`src/core/rx_params.svh`:
```
/*
 Constants of the receive alignment and pointer mover path: offsets, field
 positions, reset values and timing counts. Assumes a 10 MHz system clock.
*/
// Contract
// - Per-link 24x10 FIFO absorbs interlink skew.
// - Frame pulses over 19 clocks apart flag error.
// - Auto sync once; later only by resync.
// - Counter from 24, minus one, then two.
// - Frame marker rides byte before first A1.
// - First A1 always lands at address 0.
// - Aligned reads start together at address 0.
// - Depth above 12 raises alignment overflow.
// - Disabled links ignored; enabling disturbs nobody.
// - Concatenations start on STS-3 boundaries.
// - Single differing valid pointer is ignored (code accepts one just after an increment or decrement).
// - Two normal pointers enter normal state.
// - Increment, decrement use eight-of-ten vote.
// - Concatenation state follows the chain head.
// - Two AIS pointers enter AIS state.
// - J1 mismatch or AIS exit flags new data.
// - Adjustments latched at F1 or E2 slot.
// - Every adjustment passed on without rate limit.
// - AIS forces 0xFF until state exits and J1.
// - K1, K2 and SS bits passed through.
`ifndef RX_PARAMS_SVH
`define RX_PARAMS_SVH
`define LINKS        4
`define FIFO_DEPTH   24
`define ADDR_LAST    5'h17
`define WR_PRE       5'h17
`define ALIGN_START  6'h18
`define SPREAD_MAX   5'h12
`define DEPTH_MAX    5'h0C
`define DEPTH_WRAP   5'h18
`define CLK_PS       100000
`define SKEW_PS      154300
`define SKEW_CYC     ((`SKEW_PS / `CLK_PS) < 1 ? 1 : (`SKEW_PS / `CLK_PS))
`define COL_LAST     11'h437
`define ROW_LAST     4'h8
`define TOH_COLS     11'h024
`define STS_N        11'h00C
`define H_ROW        4'h3
`define H2_COL       11'h00C
`define K_ROW        4'h4
`define K1_COL       11'h00C
`define K2_COL       11'h018
`define F1_ROW       4'h1
`define E2_ROW       4'h8
`define LATCH_COL    11'h018
`define PTR_MAX      10'h30E
`define AIS_BYTE     8'hFF
`define AIS_PTR      16'hFFFF
`define NDF_NORMAL_POINTER_STATE     4'h6
`define NDF_CONCATENATION_POINTER_STATE     4'h9
`define CONCATENATION_POINTER_STATE_VAL     10'h3FF
`define INC_MASK     10'h2AA
`define DEC_MASK     10'h155
`define VOTE_MIN     4'h8
`define NDF_VOTE     3'h3
`endif

```
`src/core/rx_pkg.sv`:
```
/*
 Types of the receive alignment and pointer mover path.
 Assumes rx_params.svh is on the include path.
*/
`include "rx_params.svh"
package rx_pkg;
   typedef enum logic [1:0] {normal_pointer_state, ais_pointer_state, concatenation_pointer_state} ptr_state_t;
   typedef enum logic [1:0] {cls_invalid, cls_normal_pointer_state, cls_concatenation_pointer_state, cls_ais} ptr_cls_t;

   typedef struct packed {
      logic       par;
      logic       frame;
      logic [7:0] data;
   } fifo_word_t;

   typedef struct packed {
      logic [7:0] data;
      logic       frame;
      logic       new_data_flag_indication;
      logic       inc;
      logic       dec;
   } out_word_t;

   typedef struct packed {
      ptr_state_t  st;
      ptr_cls_t    cls_prev;
      logic [9:0]  val_prev;
      logic [9:0]  off;
      logic [9:0]  goff;
      logic [7:0]  h1;
      logic [10:0] col;
      logic [3:0]  row;
      logic [9:0]  spe;
      logic        inc_req;
      logic        dec_req;
      logic        slot_e2;
      logic        slot_set;
      logic        ais_out;
      logic        ndf_flag;
      logic        inc_flag;
      logic        dec_flag;
      logic [7:0]  k1;
      logic [7:0]  k2;
      logic [1:0]  ss;
   } ptr_t;

   typedef struct packed {
      fifo_word_t [`FIFO_DEPTH-1:0] mem;
      fifo_word_t                   rd;
   } fifo_st_t;

   typedef struct packed {
      out_word_t e0;
      out_word_t e1;
      logic      v0;
      logic      v1;
   } buf_st_t;

   typedef struct packed {
      logic [3:0][4:0] wa;
      logic [3:0]      fpd;
      logic [3:0]      armed;
      logic [3:0]      seen;
      logic            active;
      logic [5:0]      cnt;
      logic [4:0]      spread;
      logic            err;
      logic [3:0]      run;
      logic [3:0][4:0] ra;
      logic [3:0]      rvld;
      logic [3:0]      ovf;
      logic [10:0]     scol;
      logic [3:0]      srow;
      ptr_t [3:0]      pm;
   } top_st_t;
endpackage

```
`src/core/align_fifo.sv`:
```
/*
 One link's alignment store: 24 words of byte, frame marker and parity.
 Assumes write and read sides share the system clock.
*/
`timescale 1ns/10ps
`default_nettype none
module align_fifo
   import rx_pkg::*;
(
   // Clock and reset
   input  wire logic       clk,
   input  wire logic       rst_n,
   // Write side
   input  wire logic [4:0] wr_addr,
   input  wire fifo_word_t wr_word,
   // Read side, word shows one cycle after rd_en
   input  wire logic       rd_en,
   input  wire logic [4:0] rd_addr,
   output      fifo_word_t rd_word
);
   fifo_st_t s;
   fifo_st_t n;

   always_comb begin
      n = s;
      n.mem[wr_addr] = wr_word;
      if (rd_en) begin
         n.rd = s.mem[rd_addr];
      end
   end

   always_ff @(posedge clk or negedge rst_n) begin
      if (!rst_n) begin
         s <= '0;
      end else begin
         s <= n;
      end
   end

   assign rd_word = s.rd;
endmodule // align_fifo
`default_nettype wire

```
`src/core/skid_buf.sv`:
```
/*
 Two-entry buffer between the pointer mover and the fabric.
 Assumes the source holds its word while in_ready is low.
*/
`timescale 1ns/10ps
`default_nettype none
module skid_buf
   import rx_pkg::*;
(
   // Clock and reset
   input  wire logic      clk,
   input  wire logic      rst_n,
   // Filling side
   input  wire logic      in_valid,
   output      logic      in_ready,
   input  wire out_word_t in_data,
   // Draining side
   output      logic      out_valid,
   input  wire logic      out_ready,
   output      out_word_t out_data
);
   buf_st_t s;
   buf_st_t n;

   always_comb begin
      n = s;
      if (s.v0 && out_ready) begin
         n.e0 = s.e1;
         n.v0 = s.v1;
         n.v1 = 1'b0;
      end
      // Ready only depends on the second slot, so it is a plain flop
      if (in_valid && !s.v1) begin
         if (!n.v0) begin
            n.e0 = in_data;
            n.v0 = 1'b1;
         end else begin
            n.e1 = in_data;
            n.v1 = 1'b1;
         end
      end
   end

   always_ff @(posedge clk or negedge rst_n) begin
      if (!rst_n) begin
         s <= '0;
      end else begin
         s <= n;
      end
   end

   assign in_ready  = !s.v1;
   assign out_valid = s.v0;
   assign out_data  = s.e0;
endmodule // skid_buf
`default_nettype wire

```
`src/core/sts12_rx_align_pointer_mover.sv`:
```
/*
 Receive path of four byte links: write control, alignment sync, read control,
 depth watch and a per-link pointer interpreter and generator.
 Assumes link bytes and frame pulses arrive on clk, one byte per clock,
 and that the pointer interpreter follows STS-1 number one of each link.
*/
`timescale 1ns/10ps
`default_nettype none
module sts12_rx_align_pointer_mover
   import rx_pkg::*;
(
   // Clock and reset
   input  wire logic            clk,
   input  wire logic            rst_n,
   // Links from the descrambler
   input  wire logic [3:0][7:0] lk_data,
   input  wire logic [3:0]      lk_fp,
   // System frame and control
   input  wire logic            sys_fp,
   input  wire logic [3:0]      link_enable,
   input  wire logic [3:0]      resync,
   // Data to the fabric
   output      logic [3:0]      out_valid,
   input  wire logic [3:0]      out_ready,
   output      out_word_t [3:0] out_data,
   // Status
   output      logic            align_err,
   output      logic [3:0]      align_ovf,
   output      ptr_state_t [3:0] ptr_state,
   output      logic [3:0][7:0] k1_byte,
   output      logic [3:0][7:0] k2_byte,
   output      logic [3:0][1:0] ss_bits
);
   top_st_t         s;
   top_st_t         n;
   fifo_word_t [3:0] fifo_rd;
   fifo_word_t [3:0] fifo_wr;
   logic [3:0]      rd_en;
   logic [3:0]      buf_ready;
   out_word_t [3:0] buf_in;
   logic [3:0]      acc;
   logic [3:0]      pulses;
   logic [3:0]      part;
   logic [3:0]      seen_n;
   logic            all_in;
   logic            start;
   logic [5:0]      step;
   logic [5:0]      base;
   logic [4:0]      spread_n;
   logic [4:0]      depth;
   ptr_t            p;
   ptr_state_t      st_old;
   fifo_word_t      w;
   logic [15:0]     hp;
   ptr_cls_t        cls;
   logic            incd;
   logic            decd;
   logic            pay1;
   logic [9:0]      idx;
   logic            cf1;
   logic            ce2;

   function automatic logic [3:0] ones10(input logic [9:0] v);
      logic [3:0] c;
      c = 4'h0;
      for (int b = 0; b < 10; b++) begin
         c = c + {3'h0, v[b]};
      end
      return c;
   endfunction

   // Flag nibble accepted with at most one bit wrong
   function automatic logic nib_ok(input logic [3:0] v, input logic [3:0] pat);
      logic [3:0] m;
      m = ~(v ^ pat);
      return ({2'h0, m[0]} + {2'h0, m[1]} + {2'h0, m[2]} + {2'h0, m[3]}) >= `NDF_VOTE;
   endfunction

   function automatic logic [4:0] addr_inc(input logic [4:0] a);
      return (a == `ADDR_LAST) ? 5'h00 : a + 5'h01;
   endfunction

   function automatic logic [9:0] off_step(input logic [9:0] o, input logic up);
      if (up) begin
         return (o == `PTR_MAX) ? 10'h000 : o + 10'h001;
      end
      return (o == 10'h000) ? `PTR_MAX : o - 10'h001;
   endfunction

   genvar g;
   generate
      for (g = 0; g < `LINKS; g++) begin : g_link
         align_fifo u_fifo (
            .clk     (clk),
            .rst_n   (rst_n),
            .wr_addr (s.wa[g]),
            .wr_word (fifo_wr[g]),
            .rd_en   (rd_en[g]),
            .rd_addr (s.ra[g]),
            .rd_word (fifo_rd[g])
         );
         skid_buf u_buf (
            .clk       (clk),
            .rst_n     (rst_n),
            .in_valid  (s.rvld[g]),
            .in_ready  (buf_ready[g]),
            .in_data   (buf_in[g]),
            .out_valid (out_valid[g]),
            .out_ready (out_ready[g]),
            .out_data  (out_data[g])
         );
         // Marker rides with the byte written just before the first A1
         assign fifo_wr[g] = '{par: ^lk_data[g], frame: s.fpd[g], data: lk_data[g]};
      end
   endgenerate

   always_comb begin
      n = s;
      n.fpd = lk_fp;
      rd_en = 4'h0;
      acc = 4'h0;
      buf_in = '0;
      p = '0;
      st_old = normal_pointer_state;
      w = '0;
      hp = 16'h0000;
      cls = cls_invalid;
      incd = 1'b0;
      decd = 1'b0;
      pay1 = 1'b0;
      idx = 10'h000;
      cf1 = 1'b0;
      ce2 = 1'b0;
      depth = 5'h00;
      // Only armed, enabled links take part in a sync
      part = s.armed & link_enable;
      pulses = lk_fp & part;
      seen_n = (s.active ? s.seen : 4'h0) | pulses;
      all_in = (seen_n & part) == part;
      step = all_in ? 6'h02 : 6'h01;
      base = s.active ? s.cnt : `ALIGN_START;
      spread_n = s.active ? s.spread + 5'h01 : 5'h00;
      start = 1'b0;
      n.err = 1'b0;
      if (s.active || (|pulses)) begin
         n.active = 1'b1;
         n.seen = seen_n;
         n.cnt = base - step;
         n.spread = spread_n;
         if (!all_in && spread_n > `SPREAD_MAX) begin
            // Links stay armed and try again at the next frame pulse of any of them
            n.err = 1'b1;
            n.active = 1'b0;
            n.seen = 4'h0;
         end else if (base <= step) begin
            start = 1'b1;
            n.active = 1'b0;
            n.seen = 4'h0;
         end
      end
      if (sys_fp) begin
         n.scol = 11'h000;
         n.srow = 4'h0;
      end else if (s.scol == `COL_LAST) begin
         n.scol = 11'h000;
         n.srow = (s.srow == `ROW_LAST) ? 4'h0 : s.srow + 4'h1;
      end else begin
         n.scol = s.scol + 11'h001;
      end

      for (int i = 0; i < `LINKS; i++) begin
         // Frame pulse is two bytes ahead of A1, so A1 lands on address 0
         n.wa[i] = lk_fp[i] ? `WR_PRE : addr_inc(s.wa[i]);
         if (start && seen_n[i]) begin
            n.run[i] = 1'b1;
            n.ra[i] = 5'h00;
            n.armed[i] = 1'b0;
         end
         // A stalled fabric holds reads; the depth watch then reports it
         rd_en[i] = s.run[i] && buf_ready[i];
         if (rd_en[i]) begin
            n.ra[i] = addr_inc(s.ra[i]);
         end
         acc[i] = s.rvld[i] && buf_ready[i];
         n.rvld[i] = rd_en[i] || (s.rvld[i] && !buf_ready[i]);
         depth = (s.wa[i] >= s.ra[i]) ? s.wa[i] - s.ra[i] : s.wa[i] + `DEPTH_WRAP - s.ra[i];
         n.ovf[i] = s.run[i] && link_enable[i] && (depth > `DEPTH_MAX);

         p = s.pm[i];
         st_old = p.st;
         w = fifo_rd[i];
         if (w.frame) begin
            p.col = `COL_LAST;
            p.row = `ROW_LAST;
         end else if (p.col == `COL_LAST) begin
            p.col = 11'h000;
            p.row = (p.row == `ROW_LAST) ? 4'h0 : p.row + 4'h1;
         end else begin
            p.col = p.col + 11'h001;
         end
         if (p.row == `H_ROW && p.col == 11'h000) begin
            p.h1 = w.data;
         end
         if (p.row == `K_ROW && p.col == `K1_COL) begin
            p.k1 = w.data;
         end
         if (p.row == `K_ROW && p.col == `K2_COL) begin
            p.k2 = w.data;
         end
         if (p.row == `H_ROW && p.col == `H2_COL) begin
            hp = {p.h1, w.data};
            p.ss = p.h1[3:2];
            if (hp == `AIS_PTR) begin
               cls = cls_ais;
            end else if (nib_ok(hp[15:12], `NDF_CONCATENATION_POINTER_STATE) && hp[9:0] == `CONCATENATION_POINTER_STATE_VAL) begin
               cls = cls_concatenation_pointer_state;
            end else if ((nib_ok(hp[15:12], `NDF_NORMAL_POINTER_STATE) || nib_ok(hp[15:12], `NDF_CONCATENATION_POINTER_STATE)) && hp[9:0] <= `PTR_MAX) begin
               cls = cls_normal_pointer_state;
            end
            incd = p.st != ais_pointer_state && nib_ok(hp[15:12], `NDF_NORMAL_POINTER_STATE)
                   && ones10(~(hp[9:0] ^ p.off ^ `INC_MASK)) >= `VOTE_MIN;
            decd = p.st != ais_pointer_state && nib_ok(hp[15:12], `NDF_NORMAL_POINTER_STATE)
                   && ones10(~(hp[9:0] ^ p.off ^ `DEC_MASK)) >= `VOTE_MIN;
            if (incd || decd) begin
               // Passed on at the next F1 or E2 latch slot, however close to the last one
               p.off = off_step(p.off, incd);
               p.inc_req = p.inc_req || incd;
               p.dec_req = p.dec_req || decd;
               cls = cls_normal_pointer_state;
            end else begin
               case (cls)
                  cls_normal_pointer_state: begin
                     if (p.cls_prev == cls_normal_pointer_state || (p.st == ais_pointer_state && p.cls_prev == cls_concatenation_pointer_state)) begin
                        p.st = normal_pointer_state;
                        // A lone differing pointer passes only right after an increment or decrement
                        if (hp[9:0] != p.off && p.val_prev != p.off) begin
                           p.off = hp[9:0];
                        end
                     end
                  end
                  cls_concatenation_pointer_state: begin
                     if (p.cls_prev == cls_concatenation_pointer_state || (p.st == ais_pointer_state && p.cls_prev == cls_normal_pointer_state)) begin
                        p.st = concatenation_pointer_state;
                     end
                  end
                  cls_ais: begin
                     if (p.cls_prev == cls_ais) begin
                        p.st = ais_pointer_state;
                     end
                  end
                  default: begin
                  end
               endcase
            end
            p.cls_prev = cls;
            p.val_prev = hp[9:0];
         end
         // Link 0 carries the chain head; others in a chain follow it
         if (p.st == concatenation_pointer_state && i != 0) begin
            p.off = s.pm[0].off;
         end
         if (st_old == ais_pointer_state && p.st != ais_pointer_state) begin
            p.ndf_flag = 1'b1;
         end
         if (p.st == ais_pointer_state) begin
            p.ais_out = 1'b1;
         end
         pay1 = p.col >= `TOH_COLS && (p.col % `STS_N) == 11'h000;
         if (pay1) begin
            idx = (p.row == `H_ROW && p.col == `TOH_COLS) ? 10'h000 : p.spe;
            p.spe = (idx == `PTR_MAX) ? 10'h000 : idx + 10'h001;
            if (idx == p.off) begin
               if (p.st != ais_pointer_state) begin
                  p.ais_out = 1'b0;
               end
               if (p.off != p.goff && !p.inc_req && !p.dec_req) begin
                  p.goff = p.off;
                  p.ndf_flag = 1'b1;
               end
            end
         end
         buf_in[i].data = (p.ais_out && (p.col >= `TOH_COLS || p.row == `H_ROW)) ? `AIS_BYTE : w.data;
         buf_in[i].frame = w.frame;
         buf_in[i].new_data_flag_indication = p.ndf_flag;
         buf_in[i].inc = p.inc_flag;
         buf_in[i].dec = p.dec_flag;
         p.ndf_flag = 1'b0;
         p.inc_flag = 1'b0;
         p.dec_flag = 1'b0;
         if (p.row == `H_ROW && p.col < `TOH_COLS) begin
            cf1 = s.srow == `F1_ROW && s.scol >= `LATCH_COL && s.scol < `TOH_COLS;
            ce2 = s.srow == `E2_ROW && s.scol >= `LATCH_COL && s.scol < `TOH_COLS;
            if (!p.slot_set) begin
               p.slot_set = 1'b1;
               p.slot_e2 = cf1;
            end else if (p.slot_e2 ? ce2 : cf1) begin
               p.slot_e2 = !p.slot_e2;
            end
         end
         if (!acc[i]) begin
            // An idle reader waits one byte ahead of A1 at address 0
            p = s.pm[i];
            p.col = s.run[i] ? p.col : `COL_LAST;
            p.row = s.run[i] ? p.row : `ROW_LAST;
         end
         // Latching away from the H bytes keeps H1 to H3 steady
         if (s.srow == (p.slot_e2 ? `E2_ROW : `F1_ROW) && s.scol == `LATCH_COL) begin
            if (p.inc_req) begin
               p.goff = off_step(p.goff, 1'b1);
               p.inc_flag = 1'b1;
               p.inc_req = 1'b0;
            end
            if (p.dec_req) begin
               p.goff = off_step(p.goff, 1'b0);
               p.dec_flag = 1'b1;
               p.dec_req = 1'b0;
            end
         end
         n.pm[i] = p;
         // Resync stops reads and rearms sync of this link only; its FIFO and buffer words are kept
         if (resync[i]) begin
            n.run[i] = 1'b0;
            n.rvld[i] = 1'b0;
            n.armed[i] = 1'b1;
            n.seen[i] = 1'b0;
         end
      end
   end

   always_ff @(posedge clk or negedge rst_n) begin
      if (!rst_n) begin
         s <= '0;
         s.armed <= 4'hF;
         s.scol <= `COL_LAST;
         s.srow <= `ROW_LAST;
      end else begin
         s <= n;
      end
   end

   assign align_err = s.err;
   assign align_ovf = s.ovf;
   generate
      for (g = 0; g < `LINKS; g++) begin : g_stat
         assign ptr_state[g] = s.pm[g].st;
         assign k1_byte[g]   = s.pm[g].k1;
         assign k2_byte[g]   = s.pm[g].k2;
         assign ss_bits[g]   = s.pm[g].ss;
      end
   endgenerate
endmodule // sts12_rx_align_pointer_mover
`default_nettype wire

```
`config.mk`:
```
export PLATFORM = sky130hd
export DESIGN_NAME = sts12_rx_align_pointer_mover
export DESIGN_NICKNAME = d
export VERILOG_FILES = /design/src/core/rx_pkg.sv /design/src/core/align_fifo.sv /design/src/core/skid_buf.sv /design/src/core/sts12_rx_align_pointer_mover.sv
export VERILOG_INCLUDE_DIRS = /design/src /design/src/core
export SDC_FILE = /design/constraint.sdc
export NUM_CORES = 2
export LEC_CHECK = 0
export BUFFER_PORTS_ARGS = -buffer_cell sky130_fd_sc_hd__buf_2
export CAP_MARGIN = 20
export CORE_MARGIN = 4
export CORE_UTILIZATION = 65
export DETAILED_ROUTE_END_ITERATION = 7
export GPL_ROUTABILITY_DRIVEN = 1
export PLACE_DENSITY = 0.82
export SLEW_MARGIN = 20
export SYNTH_ARGS = -nofsm -noshare
export SYNTH_HDL_FRONTEND = slang
export SYNTH_SLANG_ARGS = --single-unit
```
`constraint.sdc`:
```
create_clock -name clk -period 31.5 [get_ports clk]
set_input_delay 6.3 -clock clk [delete_from_list [all_inputs] [get_ports clk]]
set_output_delay 6.3 -clock clk [all_outputs]
set_load 0.005 [all_outputs]
```
==> impl_metrics.py <==
metrics = {
    "sta": {
        "setup_viol": 0,
        "slew_viol_final": 0,
        "slew-limit-headroom": 0.242,
        "hold_viol": 0,
        "setup_tns_ns": 0,
        "finClkSkew_ns": 0.0453,
        "fin_crit_ns": 13.70,
        "worst_slack_ns": 17.80,
        "period_share": 0.435,
        "rsz0062_at_grt": "no",
        "worstMarginPinSlew_ns": 1.13,
        "fmax_mhz": 73.0,
    },
    "floorplanning": {
        "die_x_um": 370,
        "io-pin-count": 188,
        "placementRows": 132,
        "initial_core_util": 0.656,
        "die_h_um": 370,
        "core_um2": 130000,
        "die_area_um2": 137000,
    },
    "min_path": {
        "hold_path_class": "flip-flop to flip-flop",
    },
    "placed_design": {
        "dpl_cell_area_um2": 86100,
        "place_congestion": 1.00,
        "port_buffers": 187,
        "dp_hpwl_um": 167000,
        "place_inst": 9431,
        "pre_cts_slack_ns": 18.12,
    },
    "run_status": {
        "outcome": "completed",
    },
    "worst_setup_path": {
        "cp_num_buf_inv": 5,
        "path_max_fanout": 21,
        "critical_path.top_delay_family": "simple AND/OR/NAND/NOR gates",
        "worstPathArrival_ns": 14.35,
        "critPathRequiredTime_ns": 32.15,
        "worstSetupPathType": "flip-flop to flip-flop",
        "start_kind": "flip-flop",
        "cpPeakStageDelay_ns": 0.81,
        "cp_slowest_cell": "nor2_2",
        "endpoint_kind": "flip-flop",
    },
    "logic_synthesis": {
        "ys_seq_area_frac": 0.430,
        "ys.flop_type": "dfrtp_1",
        "netlist_area_um2": 85300,
        "synth_area_leaders": "dfrtp_1, mux2_2, mux4_2, nand2_1, nor2_1",
        "syn_nets": 8311,
        "yosysWarnings": 0,
        "synth_common_cells": "dfrtp_1, mux2_2, nand2_1",
        "synth_edf_count": 0,
        "async_reset_ff_frac": 1.00,
        "yosysTopAreaCellShare": 0.426,
        "synth.avg_cell_area_um2": 10.6,
        "synth_cell_types": 123,
        "ys_ff_latch": 1464,
        "syn_inst": 8056,
        "synth_top_area_cell": "dfrtp_1",
        "synth_most_common_cell": "dfrtp_1",
    },
    "clock_tree": {
        "clock-root-buffer": "clkbuf_16",
        "cts_hold_buffers": 0,
        "clk_latency_ns": 0.82,
        "cts_buffers": 156,
        "numClockSinks": 1464,
        "clk_path_buf_depth": 3,
        "path_clk_slew_ns": 0.06,
        "htreeDepth": 4,
        "cts_setup_buffers": 0,
        "cts_resized": 0,
        "cts_tree": "yes",
    },
    "global_route": {
        "grt.overflow.total": 0,
        "grt_max_degree": 187,
        "grtUsageTotal": 0.359,
        "grt_pass1_wl_um": 388000,
        "grt_pass1_vias": 66600,
        "grt_antenna_before_repair": 11,
    },
    "detailed_routing": {
        "drc": 0,
        "drtPass1Iterations": 6,
        "ant_nets": 0,
        "routed.top_layer": "met5",
        "via_per_inst": 6.88,
        "num_vias": 66900,
        "dr.first_iter.drc_count": 7734,
        "wl_met2_um": 114000,
        "met1_length_um": 98800,
        "wl_um": 248000,
        "wl_met3_um": 23300,
        "avgRoutedWirePerCell_um": 25.5,
    },
    "finish": {
        "post-route-util": 0.704,
        "stdcell_count": 9726,
        "nets": 8103,
        "syn_to_final_growth_pct": 7.38,
        "num-fill-cells": 8962,
        "final_area_um2": 91600,
        "drive_gt1_frac": 0.241,
    },
    "pwr": {
        "power.density_nw_per_um2": 81.4,
        "power.leakage_nw": 40.1,
        "ir_drop_mv": 0.0702,
    },
    "flow_run": {
        "cap_violations": 0,
    },
}
layout make-up:
class,count,area [um2],area share
well taps,1742,2180,0.0238
multi-input cells,5685,44700,0.488
repair buffers,276,1660,0.0182
inverters,265,995,0.0109
diodes,7,17.5,0.000191
clock buffers,227,4570,0.0499
clock inverters,60,793,0.00866
flip-flops and latches,1464,36700,0.400
per-layer routing:
metal  GRT usage  vias to the layer above
met4       0.160                        6
met3      0.0688                      740
met1       0.498                    33600
met5           0                        -
met2       0.557                     3710
li1            -                    28900
registers in the layout, summed over array words and instances (netlist names):
signal	count
g_link.u_fifo.s	864
k2_byte	32
align_ovf	4
ss_bits	8
k1_byte	32
s	363
fifo_wr	4
buf_in	8
st_old	2
align_err	1
g_link.u_fifo.rd_word	36
ptr_state	6
g_link.u_buf.out_data	48
g_link.u_buf.out_valid	4
g_link.u_buf.s	52
cell families after synthesis:
| group | after synthesis | synth area share |
|---|---|---|
| compound gates | 1522 | 0.118 |
| flops | 1464 | 0.430 |
| fa+ha+maj | 204 | 0.0348 |
| simple gates | 2360 | 0.134 |
| buf+inv | 907 | 0.0472 |
| mux | 1351 | 0.211 |
| xor+xnor | 248 | 0.0256 |
worst paths after layout:
check / startpoint / endpoint / slack, ns / cells past startpoint
setup / recovery: s[40] / s[344] / 17.80 / 41
hold / removal: s[241] / s[241] / 0.47 / 2
setup reg to reg: s[40] / s[344] / 17.80 / 41
hold reg to reg: s[241] / s[241] / 0.47 / 2
max in group asynchronous: rst_n / buf_in[1] / 22.19 / 5
min in group asynchronous: rst_n / g_link[3].u_fifo.s[61] / 5.54 / 1
per-stage QoR:
stage	hold WS [ns]	total power, mW
CTS	0.473	7.41
floorplan	0.440	4.69
finish	0.475	7.45
global placement	0.456	5.28
detailed placement	0.458	5.45
global route	0.501	7.81
worst register-to-register path: cells and delay by family, from the launching register on:
family                   cells  cell delay, ns
AO/OA/AOI/OAI                9            2.83
XOR/XNOR                     1            0.20
AND/OR/NAND/NOR             14            5.08
multiplexers                 5            1.98
buffers and inverters        5            0.54
adder cells (fa/ha/maj)      7            2.48
flip-flops                   1            0.45
report_power, final:
| group | leakage [nW] | switching [mW] | internal, mW | total [mW] |
|---|---|---|---|---|
| clock network | 2.62 | 0.812 | 1.11 | 1.92 |
| logic | 18.8 | 1.29 | 1.29 | 2.58 |
| registers | 18.6 | 0.490 | 2.46 | 2.95 |
| total | 40.1 | 2.59 | 4.86 | 7.45 |
placed cells by master (no fill, tap or decap), types with 64 or more instances in the layout:
cell,n
nand2_1,706
nand2b_1,73
ha_1,149
clkbuf_16,158
buf_2,187
a221oi_1,69
buf_4,82
a21oi_1,350
mux4_2,253
and3_1,107
xor2_1,98
a31oi_1,68
dfrtp_1,1445
o22ai_1,114
mux2i_1,98
or3_1,64
nand3_1,240
mux2_2,993
inv_1,253
nor3_1,179
nor2_1,564
xnor2_1,149
o21ai_0,364
nand4_1,96
Note: power is estimated with default switching activity, not from simulation.
